===== config.mk =====
export PLATFORM = sky130hd
export DESIGN_NAME = aegs_ctrl
export DESIGN_NICKNAME = d
export VERILOG_FILES = /design/src/include/aegs_pkg.sv /design/src/logic/aegs_ctrl.sv
export VERILOG_INCLUDE_DIRS = /design/src /design/src/include
export SDC_FILE = /design/constraint.sdc
export NUM_CORES = 2
export LEC_CHECK = 0
export BUFFER_PORTS_ARGS = -buffer_cell sky130_fd_sc_hd__buf_2
export CORE_MARGIN = 4
export CORE_UTILIZATION = 25
export CTS_CLUSTER_SIZE = 28
export DETAILED_ROUTE_END_ITERATION = 12
export SYNTH_ARGS = -nofsm -noshare
export SYNTH_HDL_FRONTEND = slang
export SYNTH_SLANG_ARGS = --single-unit
export TNS_END_PERCENT = 5

===== constraint.sdc =====
create_clock -name clock_i -period 14.8 [get_ports clock_i]
set_input_delay 4.44 -clock clock_i [delete_from_list [all_inputs] [get_ports clock_i]]
set_output_delay 4.44 -clock clock_i [all_outputs]
set_load 0.02 [all_outputs]

===== src/include/aegs_consts.svh =====
// Offsets, reset values and timing counts of the exposure/gain/strobe block.
`ifndef AEGS_CONSTS_SVH
`define AEGS_CONSTS_SVH

// ----------------------------------------------------------------------------
// Timing, gain and deadband
// ----------------------------------------------------------------------------
`define AEGS_CLK_NS 25
`define AEGS_TICK_NS 1000
`define AEGS_TICK_CYC (`AEGS_TICK_NS / `AEGS_CLK_NS)
`define AEGS_EXP_MIN_US 16'h0019
`define AEGS_FRAME_US_DEF 16'h411B
`define AEGS_GAIN_TOTAL_DB 6'h30
`define AEGS_GAIN_ANALOG_DB 6'h18
`define AEGS_LUM_DEADBAND 13'h0010

// ----------------------------------------------------------------------------
// Register byte offsets
// ----------------------------------------------------------------------------
`define AEGS_REG_CTRL 8'h00
`define AEGS_REG_EXP_MAN 8'h04
`define AEGS_REG_EXP_MIN 8'h08
`define AEGS_REG_EXP_MAX 8'h0C
`define AEGS_REG_GAIN_MIN 8'h10
`define AEGS_REG_GAIN_MAX 8'h14
`define AEGS_REG_TARGET 8'h18
`define AEGS_REG_GAIN_MAN 8'h1C
`define AEGS_REG_WIN_X 8'h20
`define AEGS_REG_WIN_Y 8'h24
`define AEGS_REG_STROBE0 8'h28
`define AEGS_REG_STROBE1 8'h2C
`define AEGS_REG_STROBE_REF 8'h30
`define AEGS_REG_STATUS 8'h34
`define AEGS_REG_LUM 8'h38
`define AEGS_REG_EXP_CUR 8'h3C
`define AEGS_REG_GAIN_CUR 8'h40

// ----------------------------------------------------------------------------
// Reset values
// ----------------------------------------------------------------------------
`define AEGS_RST_EXP_MAN 16'h1000
`define AEGS_RST_EXP_MAX 16'hFFFF
`define AEGS_RST_TARGET 12'h800
`define AEGS_RST_SPAN 32'hFFFF_0000
`define AEGS_RST_STROBE 32'h000A_0000

`endif


===== src/include/aegs_pkg.sv =====
// Types shared by the exposure/gain/strobe block and its users.
package aegs_pkg;

  // Control register fields, bit 0 is exposure control enable.
  typedef struct packed {
    logic win_en;
    logic locked_en;
    logic [1:0] speed;
    logic metric_max;
    logic ag_en;
    logic ae_en;
    logic exp_ctrl_en;
  } aegs_ctrl_t;

  // One sensor pixel with its position flags.
  typedef struct packed {
    logic valid;
    logic sof;
    logic sol;
    logic eof;
    logic [11:0] data;
  } aegs_pix_t;

  // A pair of 16-bit fields: upper half and lower half of a register.
  typedef struct packed {
    logic [15:0] hi;
    logic [15:0] lo;
  } aegs_span_t;

  // Loop sequencer states.
  typedef enum logic [1:0] {AEGS_IDLE, AEGS_DIV, AEGS_STEP} aegs_loop_st_t;

endpackage


===== src/logic/aegs_ctrl.sv =====
// Exposure timing, auto exposure/gain loop and two strobe generators.
`timescale 1ns/1ps
`include "aegs_consts.svh"

module aegs_ctrl
  import aegs_pkg::*;
#(
  parameter logic [15:0] FRAME_US = `AEGS_FRAME_US_DEF
) (
  // Clock and reset.
  input wire logic clock_i,
  input wire logic rst_n_i,
  // Register port.
  input wire logic [7:0] reg_addr_i,
  input wire logic [31:0] reg_wdata_i,
  input wire logic reg_wr_i,
  input wire logic reg_rd_i,
  output logic [31:0] reg_rdata_o,
  // Sensor side.
  input wire aegs_pix_t pix_i,
  output aegs_pix_t pix_o,
  output logic [5:0] analog_gain_o,
  output logic expo_start_o,
  output logic readout_start_o,
  // External sync and strobes.
  input wire logic tri_sync_i,
  output logic [1:0] strobe_o
);

  // --------------------------------------------------------------------------
  // Constants
  // --------------------------------------------------------------------------
  localparam logic [5:0] TICK_LAST = 6'(`AEGS_TICK_CYC - 1);
  localparam logic [15:0] EXP_FLOOR = `AEGS_EXP_MIN_US;
  localparam logic [5:0] GAIN_TOP = `AEGS_GAIN_TOTAL_DB;
  localparam logic [5:0] GAIN_ANA = `AEGS_GAIN_ANALOG_DB;

  // --------------------------------------------------------------------------
  // Registers
  // --------------------------------------------------------------------------
  aegs_ctrl_t ctrl_q;
  logic [15:0] exp_man_q, exp_min_q, exp_max_q;
  logic [5:0] gain_min_q, gain_max_q, gain_man_q;
  logic [11:0] target_q;
  aegs_span_t win_x_q, win_y_q;
  aegs_span_t strb_q [2];
  logic [1:0] strb_ref_q;
  logic [11:0] lum_q;
  logic [15:0] exp_cur_q, loop_exp_q;
  logic [5:0] gain_cur_q, loop_gain_q;
  logic exp_lim_q, glim_hi_q, glim_lo_q;

  // Software writes; each register takes one aligned word.
  always_ff @(posedge clock_i or negedge rst_n_i) begin
    if (!rst_n_i) begin
      ctrl_q <= '0;
      exp_man_q <= `AEGS_RST_EXP_MAN;
      exp_min_q <= `AEGS_EXP_MIN_US;
      exp_max_q <= `AEGS_RST_EXP_MAX;
      gain_min_q <= '0;
      gain_max_q <= `AEGS_GAIN_TOTAL_DB;
      gain_man_q <= '0;
      target_q <= `AEGS_RST_TARGET;
      win_x_q <= `AEGS_RST_SPAN;
      win_y_q <= `AEGS_RST_SPAN;
      strb_q[0] <= `AEGS_RST_STROBE;
      strb_q[1] <= `AEGS_RST_STROBE;
      strb_ref_q <= '0;
    end else if (reg_wr_i) begin
      case (reg_addr_i)
        `AEGS_REG_CTRL: ctrl_q <= aegs_ctrl_t'(reg_wdata_i[7:0]);
        `AEGS_REG_EXP_MAN: exp_man_q <= reg_wdata_i[15:0];
        `AEGS_REG_EXP_MIN: exp_min_q <= reg_wdata_i[15:0];
        `AEGS_REG_EXP_MAX: exp_max_q <= reg_wdata_i[15:0];
        `AEGS_REG_GAIN_MIN: gain_min_q <= reg_wdata_i[5:0];
        `AEGS_REG_GAIN_MAX: gain_max_q <= reg_wdata_i[5:0];
        `AEGS_REG_TARGET: target_q <= reg_wdata_i[11:0];
        `AEGS_REG_GAIN_MAN: gain_man_q <= reg_wdata_i[5:0];
        `AEGS_REG_WIN_X: win_x_q <= reg_wdata_i;
        `AEGS_REG_WIN_Y: win_y_q <= reg_wdata_i;
        `AEGS_REG_STROBE0: strb_q[0] <= reg_wdata_i;
        `AEGS_REG_STROBE1: strb_q[1] <= reg_wdata_i;
        `AEGS_REG_STROBE_REF: strb_ref_q <= reg_wdata_i[1:0];
        default: ;
      endcase
    end
  end

  // Read data stands only in the cycle after the read strobe.
  always_ff @(posedge clock_i or negedge rst_n_i) begin
    if (!rst_n_i) begin
      reg_rdata_o <= '0;
    end else if (!reg_rd_i) begin
      reg_rdata_o <= '0;
    end else begin
      case (reg_addr_i)
        `AEGS_REG_CTRL: reg_rdata_o <= {24'h00_0000, ctrl_q};
        `AEGS_REG_EXP_MAN: reg_rdata_o <= {16'h0000, exp_man_q};
        `AEGS_REG_EXP_MIN: reg_rdata_o <= {16'h0000, exp_min_q};
        `AEGS_REG_EXP_MAX: reg_rdata_o <= {16'h0000, exp_max_q};
        `AEGS_REG_GAIN_MIN: reg_rdata_o <= {26'h000_0000, gain_min_q};
        `AEGS_REG_GAIN_MAX: reg_rdata_o <= {26'h000_0000, gain_max_q};
        `AEGS_REG_TARGET: reg_rdata_o <= {20'h0_0000, target_q};
        `AEGS_REG_GAIN_MAN: reg_rdata_o <= {26'h000_0000, gain_man_q};
        `AEGS_REG_WIN_X: reg_rdata_o <= win_x_q;
        `AEGS_REG_WIN_Y: reg_rdata_o <= win_y_q;
        `AEGS_REG_STROBE0: reg_rdata_o <= strb_q[0];
        `AEGS_REG_STROBE1: reg_rdata_o <= strb_q[1];
        `AEGS_REG_STROBE_REF: reg_rdata_o <= {30'h0000_0000, strb_ref_q};
        `AEGS_REG_STATUS: reg_rdata_o <= {29'h0000_0000, glim_lo_q, glim_hi_q, exp_lim_q};
        `AEGS_REG_LUM: reg_rdata_o <= {20'h0_0000, lum_q};
        `AEGS_REG_EXP_CUR: reg_rdata_o <= {16'h0000, exp_cur_q};
        `AEGS_REG_GAIN_CUR: reg_rdata_o <= {26'h000_0000, gain_cur_q};
        default: reg_rdata_o <= '0;
      endcase
    end
  end

  // --------------------------------------------------------------------------
  // Frame timing
  // --------------------------------------------------------------------------
  logic sync_s1_q, sync_s2_q, sync_s3_q;
  logic [5:0] tick_q;
  logic [15:0] fcnt_q;
  logic us_end, boundary;
  logic [15:0] exp_pos;

  // Two-stage synchroniser for the sync pin, third stage for the edge.
  always_ff @(posedge clock_i or negedge rst_n_i) begin
    if (!rst_n_i) begin
      sync_s1_q <= 1'b0;
      sync_s2_q <= 1'b0;
      sync_s3_q <= 1'b0;
    end else begin
      sync_s1_q <= tri_sync_i;
      sync_s2_q <= sync_s1_q;
      sync_s3_q <= sync_s2_q;
    end
  end

  // Frame period is FRAME_US unless locked_en restarts it on a sync edge; exposure never touches it.
  assign us_end = (tick_q == TICK_LAST);
  assign boundary = (us_end && fcnt_q == FRAME_US - 16'h0001)
                    || (ctrl_q.locked_en && sync_s2_q && !sync_s3_q);
  assign exp_pos = FRAME_US - exp_cur_q;

  // Microsecond tick and position within the frame.
  always_ff @(posedge clock_i or negedge rst_n_i) begin
    if (!rst_n_i) begin
      tick_q <= '0;
      fcnt_q <= '0;
    end else if (boundary) begin
      tick_q <= '0;
      fcnt_q <= '0;
    end else if (us_end) begin
      tick_q <= '0;
      fcnt_q <= fcnt_q + 16'h0001;
    end else begin
      tick_q <= tick_q + 6'h01;
    end
  end

  // Exposure starts so that it ends at the next readout start.
  always_ff @(posedge clock_i or negedge rst_n_i) begin
    if (!rst_n_i) begin
      readout_start_o <= 1'b0;
      expo_start_o <= 1'b0;
    end else begin
      readout_start_o <= boundary;
      expo_start_o <= (tick_q == 6'h00) && (fcnt_q == exp_pos);
    end
  end

  // --------------------------------------------------------------------------
  // Settings applied at the frame boundary
  // --------------------------------------------------------------------------
  logic [15:0] eff_min, eff_max, exp_sel;
  logic [5:0] gain_sel;

  // Clamp limits: floor of 25 us, ceiling of one frame.
  assign eff_min = (exp_min_q < EXP_FLOOR) ? EXP_FLOOR : exp_min_q;
  assign eff_max = (exp_max_q > FRAME_US) ? FRAME_US : exp_max_q;

  // Select the exposure and gain for the next frame.
  always_comb begin
    if (!ctrl_q.exp_ctrl_en) begin
      exp_sel = FRAME_US;
    end else if (ctrl_q.ae_en) begin
      exp_sel = loop_exp_q;
    end else if (exp_man_q < EXP_FLOOR) begin
      exp_sel = EXP_FLOOR;
    end else if (exp_man_q > FRAME_US) begin
      exp_sel = FRAME_US;
    end else begin
      exp_sel = exp_man_q;
    end
    if (ctrl_q.ag_en) begin
      gain_sel = loop_gain_q;
    end else begin
      gain_sel = (gain_man_q > GAIN_TOP) ? GAIN_TOP : gain_man_q;
    end
  end

  // New values take effect only when a frame starts.
  always_ff @(posedge clock_i or negedge rst_n_i) begin
    if (!rst_n_i) begin
      exp_cur_q <= FRAME_US;
      gain_cur_q <= '0;
    end else if (boundary) begin
      exp_cur_q <= exp_sel;
      gain_cur_q <= gain_sel;
    end
  end

  // --------------------------------------------------------------------------
  // Luminance measurement
  // --------------------------------------------------------------------------
  logic [15:0] x_q, y_q, cur_x, cur_y;
  logic [32:0] sum_q;
  logic [20:0] cnt_q;
  logic [11:0] max_q;
  logic in_win, frame_done_q;

  // Pixel coordinates from the row and frame flags.
  assign cur_x = (pix_i.sof || pix_i.sol) ? 16'h0000 : x_q + 16'h0001;
  assign cur_y = pix_i.sof ? 16'h0000 : (pix_i.sol ? y_q + 16'h0001 : y_q);
  assign in_win = !ctrl_q.win_en
                  || (cur_x >= win_x_q.lo && cur_x <= win_x_q.hi
                      && cur_y >= win_y_q.lo && cur_y <= win_y_q.hi);

  // Accumulate sum, count and peak over the in_win pixels of one frame.
  always_ff @(posedge clock_i or negedge rst_n_i) begin
    if (!rst_n_i) begin
      x_q <= '0;
      y_q <= '0;
      sum_q <= '0;
      cnt_q <= '0;
      max_q <= '0;
      frame_done_q <= 1'b0;
    end else begin
      frame_done_q <= pix_i.valid && pix_i.eof;
      if (pix_i.valid) begin
        x_q <= cur_x;
        y_q <= cur_y;
        if (pix_i.sof) begin
          sum_q <= in_win ? {21'h00_0000, pix_i.data} : '0;
          cnt_q <= in_win ? 21'h00_0001 : '0;
          max_q <= in_win ? pix_i.data : '0;
        end else if (in_win) begin
          sum_q <= sum_q + {21'h00_0000, pix_i.data};
          cnt_q <= cnt_q + 21'h00_0001;
          max_q <= (pix_i.data > max_q) ? pix_i.data : max_q;
        end
      end
    end
  end

  // --------------------------------------------------------------------------
  // Auto exposure / gain loop
  // --------------------------------------------------------------------------
  aegs_loop_st_t st_q;
  logic [3:0] div_i_q;
  logic [32:0] rem_q, trial;
  logic [11:0] quo_q, snap_max_q, lum_new, err_abs, step_raw;
  logic [20:0] snap_cnt_q;
  logic dark, bright;
  logic [15:0] estep;
  logic [5:0] gstep;
  logic [6:0] g_up, g_dn;

  // Restoring division for the mean, one quotient bit per cycle.
  assign trial = {12'h000, snap_cnt_q} << div_i_q;
  assign lum_new = ctrl_q.metric_max ? snap_max_q
                   : ((snap_cnt_q == 21'h00_0000) ? 12'h000 : quo_q);
  assign dark = ({1'b0, lum_new} + `AEGS_LUM_DEADBAND) < {1'b0, target_q};
  assign bright = {1'b0, lum_new} > ({1'b0, target_q} + `AEGS_LUM_DEADBAND);
  assign err_abs = dark ? target_q - lum_new : lum_new - target_q;
  // Larger speed code means smaller steps and slower settling.
  assign step_raw = err_abs >> ctrl_q.speed;
  assign estep = (step_raw == 12'h000) ? 16'h0001 : {4'h0, step_raw};
  assign gstep = (step_raw[11:7] == 5'h00) ? 6'h01 : {1'b0, step_raw[11:7]};
  // Gain sums one bit wider, so a large step near the top cannot wrap.
  assign g_up = {1'b0, loop_gain_q} + {1'b0, gstep};
  assign g_dn = {1'b0, gain_min_q} + {1'b0, gstep};

  // Sequencer: snapshot at frame end, divide, then take one step.
  always_ff @(posedge clock_i or negedge rst_n_i) begin
    if (!rst_n_i) begin
      st_q <= AEGS_IDLE;
      div_i_q <= '0;
      rem_q <= '0;
      quo_q <= '0;
      snap_cnt_q <= '0;
      snap_max_q <= '0;
      lum_q <= '0;
    end else begin
      unique case (st_q)
        AEGS_IDLE: begin
          if (frame_done_q) begin
            rem_q <= sum_q;
            snap_cnt_q <= cnt_q;
            snap_max_q <= max_q;
            quo_q <= '0;
            div_i_q <= 4'hB;
            st_q <= AEGS_DIV;
          end
        end
        AEGS_DIV: begin
          if (rem_q >= trial) begin
            rem_q <= rem_q - trial;
            quo_q[div_i_q] <= 1'b1;
          end
          div_i_q <= div_i_q - 4'h1;
          if (div_i_q == 4'h0) begin
            st_q <= AEGS_STEP;
          end
        end
        AEGS_STEP: begin
          lum_q <= lum_new;
          st_q <= AEGS_IDLE;
        end
      endcase
    end
  end

  // Exposure first when dark; at its maximum, gain takes over. When bright, gain falls first, then exposure.
  always_ff @(posedge clock_i or negedge rst_n_i) begin
    if (!rst_n_i) begin
      loop_exp_q <= FRAME_US;
      loop_gain_q <= '0;
      exp_lim_q <= 1'b0;
      glim_hi_q <= 1'b0;
      glim_lo_q <= 1'b0;
    end else if (st_q == AEGS_STEP && ctrl_q.ae_en) begin
      if (dark) begin
        glim_lo_q <= 1'b0;
        if (loop_exp_q + estep >= eff_max) begin
          loop_exp_q <= eff_max;
          exp_lim_q <= 1'b1;
          if (ctrl_q.ag_en) begin
            loop_gain_q <= (g_up >= {1'b0, gain_max_q}) ? gain_max_q
                           : g_up[5:0];
            glim_hi_q <= (g_up >= {1'b0, gain_max_q});
          end
        end else begin
          loop_exp_q <= loop_exp_q + estep;
          exp_lim_q <= 1'b0;
        end
      end else if (bright) begin
        glim_hi_q <= 1'b0;
        if (ctrl_q.ag_en && loop_gain_q > gain_min_q) begin
          loop_gain_q <= ({1'b0, loop_gain_q} <= g_dn) ? gain_min_q
                         : loop_gain_q - gstep;
        end else begin
          loop_exp_q <= (loop_exp_q <= eff_min + estep) ? eff_min
                        : loop_exp_q - estep;
          exp_lim_q <= 1'b0;
        end
      end
    end else if (st_q == AEGS_STEP && ctrl_q.ag_en) begin
      if (dark) begin
        glim_lo_q <= 1'b0;
        loop_gain_q <= (g_up >= {1'b0, gain_max_q}) ? gain_max_q
                       : g_up[5:0];
        glim_hi_q <= (g_up >= {1'b0, gain_max_q});
      end else if (bright) begin
        glim_hi_q <= 1'b0;
        loop_gain_q <= ({1'b0, loop_gain_q} <= g_dn) ? gain_min_q
                       : loop_gain_q - gstep;
        glim_lo_q <= ({1'b0, loop_gain_q} <= g_dn);
      end
    end
  end

  // --------------------------------------------------------------------------
  // Gain split: analog first, digital beyond
  // --------------------------------------------------------------------------
  logic [4:0] dg_idx;
  logic [12:0] dg_mult;
  logic [24:0] prod;

  // Digital multiplier, 8 fractional bits, one entry per dB.
  function automatic logic [12:0] db_mult(input logic [4:0] db);
    case (db)
      5'h01: db_mult = 13'h011F;
      5'h02: db_mult = 13'h0142;
      5'h03: db_mult = 13'h016A;
      5'h04: db_mult = 13'h0196;
      5'h05: db_mult = 13'h01C7;
      5'h06: db_mult = 13'h01FF;
      5'h07: db_mult = 13'h023D;
      5'h08: db_mult = 13'h0283;
      5'h09: db_mult = 13'h02D2;
      5'h0A: db_mult = 13'h032A;
      5'h0B: db_mult = 13'h038D;
      5'h0C: db_mult = 13'h03FB;
      5'h0D: db_mult = 13'h0478;
      5'h0E: db_mult = 13'h0503;
      5'h0F: db_mult = 13'h05A0;
      5'h10: db_mult = 13'h0650;
      5'h11: db_mult = 13'h0715;
      5'h12: db_mult = 13'h07F3;
      5'h13: db_mult = 13'h08EB;
      5'h14: db_mult = 13'h0A00;
      5'h15: db_mult = 13'h0B39;
      5'h16: db_mult = 13'h0C98;
      5'h17: db_mult = 13'h0E21;
      5'h18: db_mult = 13'h0FDB;
      default: db_mult = 13'h0100;
    endcase
  endfunction

  assign dg_idx = (gain_cur_q > GAIN_ANA) ? 5'(gain_cur_q - GAIN_ANA) : 5'h00;
  assign dg_mult = db_mult(dg_idx);
  assign prod = {13'h0000, pix_i.data} * {12'h000, dg_mult};

  // Analog part to the sensor, digital part on each pixel.
  always_ff @(posedge clock_i or negedge rst_n_i) begin
    if (!rst_n_i) begin
      analog_gain_o <= '0;
      pix_o <= '0;
    end else begin
      analog_gain_o <= (gain_cur_q > GAIN_ANA) ? GAIN_ANA : gain_cur_q;
      pix_o.valid <= pix_i.valid;
      pix_o.sof <= pix_i.sof;
      pix_o.sol <= pix_i.sol;
      pix_o.eof <= pix_i.eof;
      pix_o.data <= (prod[24:20] != 5'h00) ? 12'hFFF : prod[19:8];
    end
  end

  // --------------------------------------------------------------------------
  // Strobes
  // --------------------------------------------------------------------------
  for (genvar i = 0; i < 2; i++) begin : g_strobe
    logic [16:0] pos_sum;
    logic [15:0] ref_pos, pos, elapsed, width;

    // Reference is readout start, or exposure start when selected.
    assign ref_pos = (strb_ref_q[i] && ctrl_q.exp_ctrl_en) ? exp_pos : 16'h0000;
    assign pos_sum = {1'b0, ref_pos} + {1'b0, strb_q[i].lo};
    assign pos = (pos_sum >= {1'b0, FRAME_US}) ? 16'(pos_sum - {1'b0, FRAME_US})
                 : pos_sum[15:0];
    assign elapsed = (fcnt_q >= pos) ? fcnt_q - pos : fcnt_q + FRAME_US - pos;
    assign width = (strb_q[i].hi == 16'h0000) ? 16'h0001
                   : ((strb_q[i].hi > FRAME_US) ? FRAME_US : strb_q[i].hi);

    // Each strobe is high for its width after its own position.
    always_ff @(posedge clock_i or negedge rst_n_i) begin
      if (!rst_n_i) begin
        strobe_o[i] <= 1'b0;
      end else begin
        strobe_o[i] <= (elapsed < width);
      end
    end
  end

endmodule


* Word-level counts from Yosys, hierarchy flattened
Memory sizes are Yosys's and may differ from the RTL's. Index checks and enable logic that the tools add are counted.
Cells by class: equal/unequal tests 31, shift-type cells 2, multiplexer cells 90, bitwise logic cells 1, $add $sub $neg 29, reduce and logical (&&, ||, !) cells 58, order comparisons 29, $mul 1
Operators with widths (count):
- $pmux 32 s17 | 1
- $mux 16 | 26
- $mux 12 | 12
- $mux 33 | 4
- $mux 6 | 16
- $ge 16x16->1 | 5
- $pmux 33 s2 | 1
- $eq 8x6->1 const B | 8
- $gt 16x15->1 const B | 4
- $sub 16x16->16 | 4
- $add 16x1->16 const B | 3
- $le 16x16->1 | 3
- $mux 21 | 2
- $add 16x16->17 | 2
- $ge 17x15->1 const B | 2
- $reduce_and 2->1 | 17
- $add 33x12->33 | 1
- $ge 33x33->1 | 1
- $shl 21x4->33 | 1
- $sub 33x33->33 | 1
- $add 16x12->16 | 2
- $eq 8x5->1 const B | 4
- $logic_not 16->1 | 2
- $lt 16x16->1 | 2
- 60 further kinds | 117
Storage, ports and cells: word-level logic and storage cells 301, register bits 541, bits in read-only memories 384, bits of input ports 61, output and inout port bits 58, memories 1
Memory list:
- (name not given) | depth 32, width 12, rd ports 1, clocked after Yosys merged registers in 0, write ports 0, RTL line aegs_ctrl.sv:384 | case (db)

* Longest topological paths before layout
word-level depth 16, gate-level depth with buffers 51, mapped depth without buffers 48

* Least setup slack after synthesis
OpenSTA, ideal clock, no wires.
path type input-to-reg, from input port pix_i[11] (netlist bit), to register pix_o[0] (netlist bit), data required time 14.658 ns, setup time 0.142 ns, arrival time 10.144 ns, buffers on the path 2, stages 22, setup slack 4.514 ns, cell sequence clkbuf_1 > nand2_1 > fa_1 > inv_1 > fa_1 > fa_1 > inv_1 > fa_1 > inv_1 > fa_1 > ha_1 > a21o_1 > a21oi_1 > nor2b_1 > or4_1 > nor3_1 > nor4_2 > or4_1 > a211o_1 > nand2_1 > clkbuf_1 > nand3_1
On the way: word-level cells in the longest chain between the ends 3
Ends and longest elaborated chain:
- start: declaration | RTL line aegs_ctrl.sv:20 | input wire aegs_pix_t pix_i,
- $mul 12x13->25 | RTL line aegs_ctrl.sv:415 | assign prod = {13'h0000, pix_i.data} * {12'h000, dg_mult};
- $reduce_bool 5->1 | RTL line aegs_ctrl.sv:428 | pix_o.data <= (prod[24:20] != 5'h00) ? 12'hFFF : prod[19:8];
- $mux 12 | RTL line aegs_ctrl.sv:428
- end: declaration | RTL line aegs_ctrl.sv:21 | output aegs_pix_t pix_o,
Every way passes these cells. A chain may end at the register's enable or synchronous reset.

* Final worst setup path
from register snap_cnt_q[19], to register loop_exp_q[11]
On the way: word-level cells in the longest chain between the ends 15, elaborated cells between the ends (all ways) 25, those cells by class add/sub (6); order compare (4); eq/ne (1); shift (1); mux (9); reduce/logical (4)
Ends and longest elaborated chain:
- start: declaration | RTL line aegs_ctrl.sv:265 | logic [20:0] snap_cnt_q;
- start signal: assignment | RTL line aegs_ctrl.sv:301 | snap_cnt_q <= cnt_q;
- $logic_not 21->1 * | RTL line aegs_ctrl.sv:274 | : ((snap_cnt_q == 21'h00_0000) ? 12'h000 : quo_q);
- $mux 12 * | RTL line aegs_ctrl.sv:274
- $mux 12 * | RTL line aegs_ctrl.sv:273 | assign lum_new = ctrl_q.metric_max ? snap_max_q
- named net lum_new[4] | RTL line aegs_ctrl.sv:264 | logic [11:0] quo_q, snap_max_q, lum_new, err_abs, step_raw;
- $add 12x5->13 (no source line)
- $lt 13x12->1 | RTL line aegs_ctrl.sv:275 | assign dark = ({1'b0, lum_new} + `AEGS_LUM_DEADBAND) < {1'b0, target_q};
- $mux 12 | RTL line aegs_ctrl.sv:277 | assign err_abs = dark ? target_q - lum_new : lum_new - target_q;
- $shr 12x2->12 | RTL line aegs_ctrl.sv:279 | assign step_raw = err_abs >> ctrl_q.speed;
- $logic_not 12->1 | RTL line aegs_ctrl.sv:280 | assign estep = (step_raw == 12'h000) ? 16'h0001 : {4'h0, step_raw};
- $mux 12 | RTL line aegs_ctrl.sv:280
- $add 16x12->16 | RTL line aegs_ctrl.sv:355 | loop_exp_q <= (loop_exp_q <= eff_min + estep) ? eff_min
- $le 16x16->1 | RTL line aegs_ctrl.sv:355
- $mux 16 | RTL line aegs_ctrl.sv:355
- $mux 16 | RTL line aegs_ctrl.sv:351 | if (ctrl_q.ag_en && loop_gain_q > gain_min_q) begin
- $mux 16 | RTL line aegs_ctrl.sv:349 | end else if (bright) begin
- $mux 16 | RTL line aegs_ctrl.sv:335 | if (dark) begin
- end signal: assignment | RTL line aegs_ctrl.sv:338 | loop_exp_q <= eff_max;
- end signal: assignment | RTL line aegs_ctrl.sv:346 | loop_exp_q <= loop_exp_q + estep;
- end signal: assignment | RTL line aegs_ctrl.sv:355
- end: declaration | RTL line aegs_ctrl.sv:49 | logic [15:0] exp_cur_q, loop_exp_q;
Mark *: on every way through the listed nets, which the timed path passes. The rest lies on a longest branch. The select of a mux whose other input is x is not followed.

==> metrics.cfg <==
[layout]
fin_nets=5893
design_area_mm2=0.0526
area_growth_pct=12.4
drive_above_1_share_pct=13.6

[pwr]
peakVddDrop_uv=373
finalPower_mw=11.7
netSwitchingFraction_pct=49.3
pwr-share-comb_pct=67.0
power_density_mw_per_mm2=223
switching_power_mw=5.78
clkPwrFrac_pct=15.9
internal-power_mw=5.95
seq_power_share_pct=17.1
p_leak_nw=23.7

[detailed_routing]
wirelength_um=156000
drc_errors=0
via_count=40000
first_iter_violations=3221
antenna_left=0
viasPerCell=5.13
wl_per_cell_um=20.1
dr.pass1.iters=10

[synthesis]
synth-edff-count=0
synthArstFlopShare_pct=100
synth_seq_cells=541
synth.distinct_cells=90
yosys_warnings=0
synth_seq_area_share_pct=29.1
syn_inst=5233
ys.flop_type=dfrtp_1
syn_area_per_cell_um2=8.95
netlist_area_mm2=0.0468

[run_status]
status=complete, no violations

[floorplan]
die-width_um=441
initial_core_util_pct=25.2
io_pins=119
die-area_mm2=0.194
die_y_um=441
core_mm2=0.186
rows=158

[clock_network]
h-tree-depth=3
post_cts_buffers=0
cts_root_buffer=clkbuf_16
cts.sink_count=541
cts_resized=0
cts.hold.buffers_added=0
insertion_delay_ps=680
cts_made_buffers=73
clk_path_buf_depth=3
path_clk_slew_ps=60
cts_tree=built

[sta]
finalCriticalPeriod_ps=11730
worst_slew_pin_slew_ps=1240
clock-skew-final_ps=50.0
slew_headroom_pct=17.5
finalSetupViolations=0
post-route-period-util_pct=79.2
fin_tns_setup_ps=0
hold_viol_final=0
rsz0062_at_grt=false
clock.fmax_mhz=85.3
slew_viol_final=0
whs_ps=428

[grt]
grt_antenna_before_repair=21
grtUsageMet3_pct=2.31
globalRouteOverflowTotal=0
met1_usage_pct=20.0
grt_util_all_layers_pct=15.7
grt_max_degree=145
grt_pass1_wl_um=240000
grt_pass1_vias=39600
met2_usage_pct=26.4
top_usage_layer=met2

[critical_path]
path_max_fanout=46
path_common_cell=a21oi_1
critPathMaxStageDelay_ps=640
crit_path_end_kind=flop
critPathLaunchType=flop
path_class=reg2reg
crit_required_ps=15340
cpMaxStageDelayCell=nand2_1
cp.arrival_ps=12270

[place]
port_buffers=118
dpl.hpwl_um=119000
placed_cell_area_mm2=0.0501
finalWeightedCongestion=0.934

[min_path]
hp-class=reg2reg

[run]
max_cap_violations=0

## per-layer routing
metal  share of wire [%]  vias up
met2                  47     1276
met5               0.017        -
met4                 4.7        4
li1                    -    18700
met3                 5.1      343
met1                  43    19600
## per-stage QoR
stage          setup slack [ps]  std cells  utilization, %
4_1_cts                    3320       7782            28.3
2_1_floorplan              4510       5235               -
5_1_grt                    2190       7788            28.3
3_5_place_dp               3320       7646            27.0
6_report                   3070       7789            28.3
3_3_place_gp               3640       7646            27.0
## cells in the mapped netlist, types with 13 or more instances
cell | n | share of area (%)
or4_1 | 13 | 0.21
o22ai_1 | 23 | 0.31
o21bai_1 | 27 | 0.43
nand2_1 | 465 | 3.7
a221oi_1 | 34 | 0.64
o211ai_1 | 26 | 0.42
nor2_1 | 363 | 2.9
or3_1 | 38 | 0.51
xnor2_1 | 163 | 3.0
nand3b_1 | 13 | 0.21
nand4_1 | 65 | 0.87
mux2i_1 | 90 | 1.9
fa_1 | 116 | 5.0
or2_2 | 29 | 0.39
clkbuf_1 | 194 | 1.6
o31ai_1 | 22 | 0.35
and3_1 | 53 | 0.71
a211oi_1 | 28 | 0.45
dfstp_2 | 71 | 4.0
a21o_1 | 101 | 1.6
ha_1 | 475 | 13
a22oi_1 | 119 | 1.9
buf_1 | 33 | 0.26
nor4_1 | 29 | 0.39
xor2_1 | 136 | 2.5
nand2b_1 | 70 | 0.94
nor3_1 | 87 | 0.93
o221ai_1 | 16 | 0.30
a21oi_1 | 352 | 3.8
dfrtp_1 | 470 | 25
nand3_1 | 108 | 1.2
mux2_2 | 293 | 7.0
o21a_1 | 37 | 0.59
and2_1 | 61 | 0.82
a21boi_0 | 17 | 0.27
nor2b_1 | 71 | 0.95
inv_1 | 370 | 3.0
o21ai_0 | 271 | 2.9
a22o_1 | 38 | 0.71
a31oi_1 | 60 | 0.80
## flip-flops by register name (all words and copies together), names as in the netlist, 8 cells and up
register / count
fcnt_q: 16
win_x_q: 32
reg_rdata_o: 32
target_q: 12
exp_cur_q: 16
exp_man_q: 16
max_q: 12
y_q: 16
strb_q: 64
sum_q: 33
snap_max_q: 12
snap_cnt_q: 21
pix_o: 16
cnt_q: 21
exp_min_q: 16
exp_max_q: 16
quo_q: 12
x_q: 16
ctrl_q: 8
rem_q: 33
loop_exp_q: 16
win_y_q: 32
lum_q: 12
## power by group through the flow
| stage | sequential [mW] | clock [mW] | combinational (mW) |
|---|---|---|---|
| after global routing | 2.02 | 1.98 | 8.83 |
| after floorplan | 1.90 | 0 | 5.85 |
| final | 2.00 | 1.87 | 7.86 |
| after global placement | 2.01 | 0 | 7.67 |
| after detailed placement | 2.02 | 0 | 7.78 |
| after CTS | 1.99 | 1.93 | 7.84 |
## cells by family (layout without fill, tap and decap cells)
family / Yosys count / after routing / share of synthesized area (%)
xor+xnor: 302 / 302 / 5.73
mux: 390 / 390 / 9.31
simple gates: 1502 / 1502 / 15.4
flops: 541 / 541 / 29.1
other cells: 2 / 11 / 0.0160
compound gates: 1296 / 1296 / 17.9
fa+ha+maj: 592 / 592 / 17.7
buf+inv: 608 / 675 / 4.89
## path summary, 6_finish.rpt
| path | from | endpoint | slack, ps | cells past startpoint |
|---|---|---|---|---|
| max in group asynchronous | rst_n_i | sum_q[9] | 8730 | 3 |
| min in group asynchronous | rst_n_i | sync_s1_q | 3720 | 1 |
| worst min-delay path | sync_s1_q | sync_s2_q | 430 | 0 |
| worst min register to register | sync_s1_q | sync_s2_q | 430 | 0 |
| worst max register to register | snap_cnt_q[19] | loop_exp_q[11] | 3070 | 48 |
| worst max-delay path | snap_cnt_q[19] | loop_exp_q[11] | 3070 | 48 |
## worst max-delay path: cells and delay by family, from the launching register on
family	cells	cell delay [ps]
and+or+nand+nor	15	3380
muxes	1	310
xor gates and xnor gates	3	540
buffers and inverters	4	790
AOI/OAI and AO/OA	20	4610
adders and majority gates	5	1520
DFF	1	420
## cell type report
class	count	area (um2)
timing repair buffer	165	978
clock inverter	38	450
clock buffer	98	2060
inverter	374	1400
antenna	7	17.5
fill	19800	133000
multi-input combinational	4086	31000
sequential	541	13600
tap	2480	3100
## placed cells by master, fill, tap and decap left out, types with 119 or more instances in the layout
cell and instances:
o21ai_0 271, a21oi_1 350, mux2_2 293, xor2_1 136
ha_1 474, nand2_1 465, xnor2_1 163, dfrtp_1 470
inv_1 370, nor2_1 356, a22oi_1 119
Power figures use the tool's default switching activity.
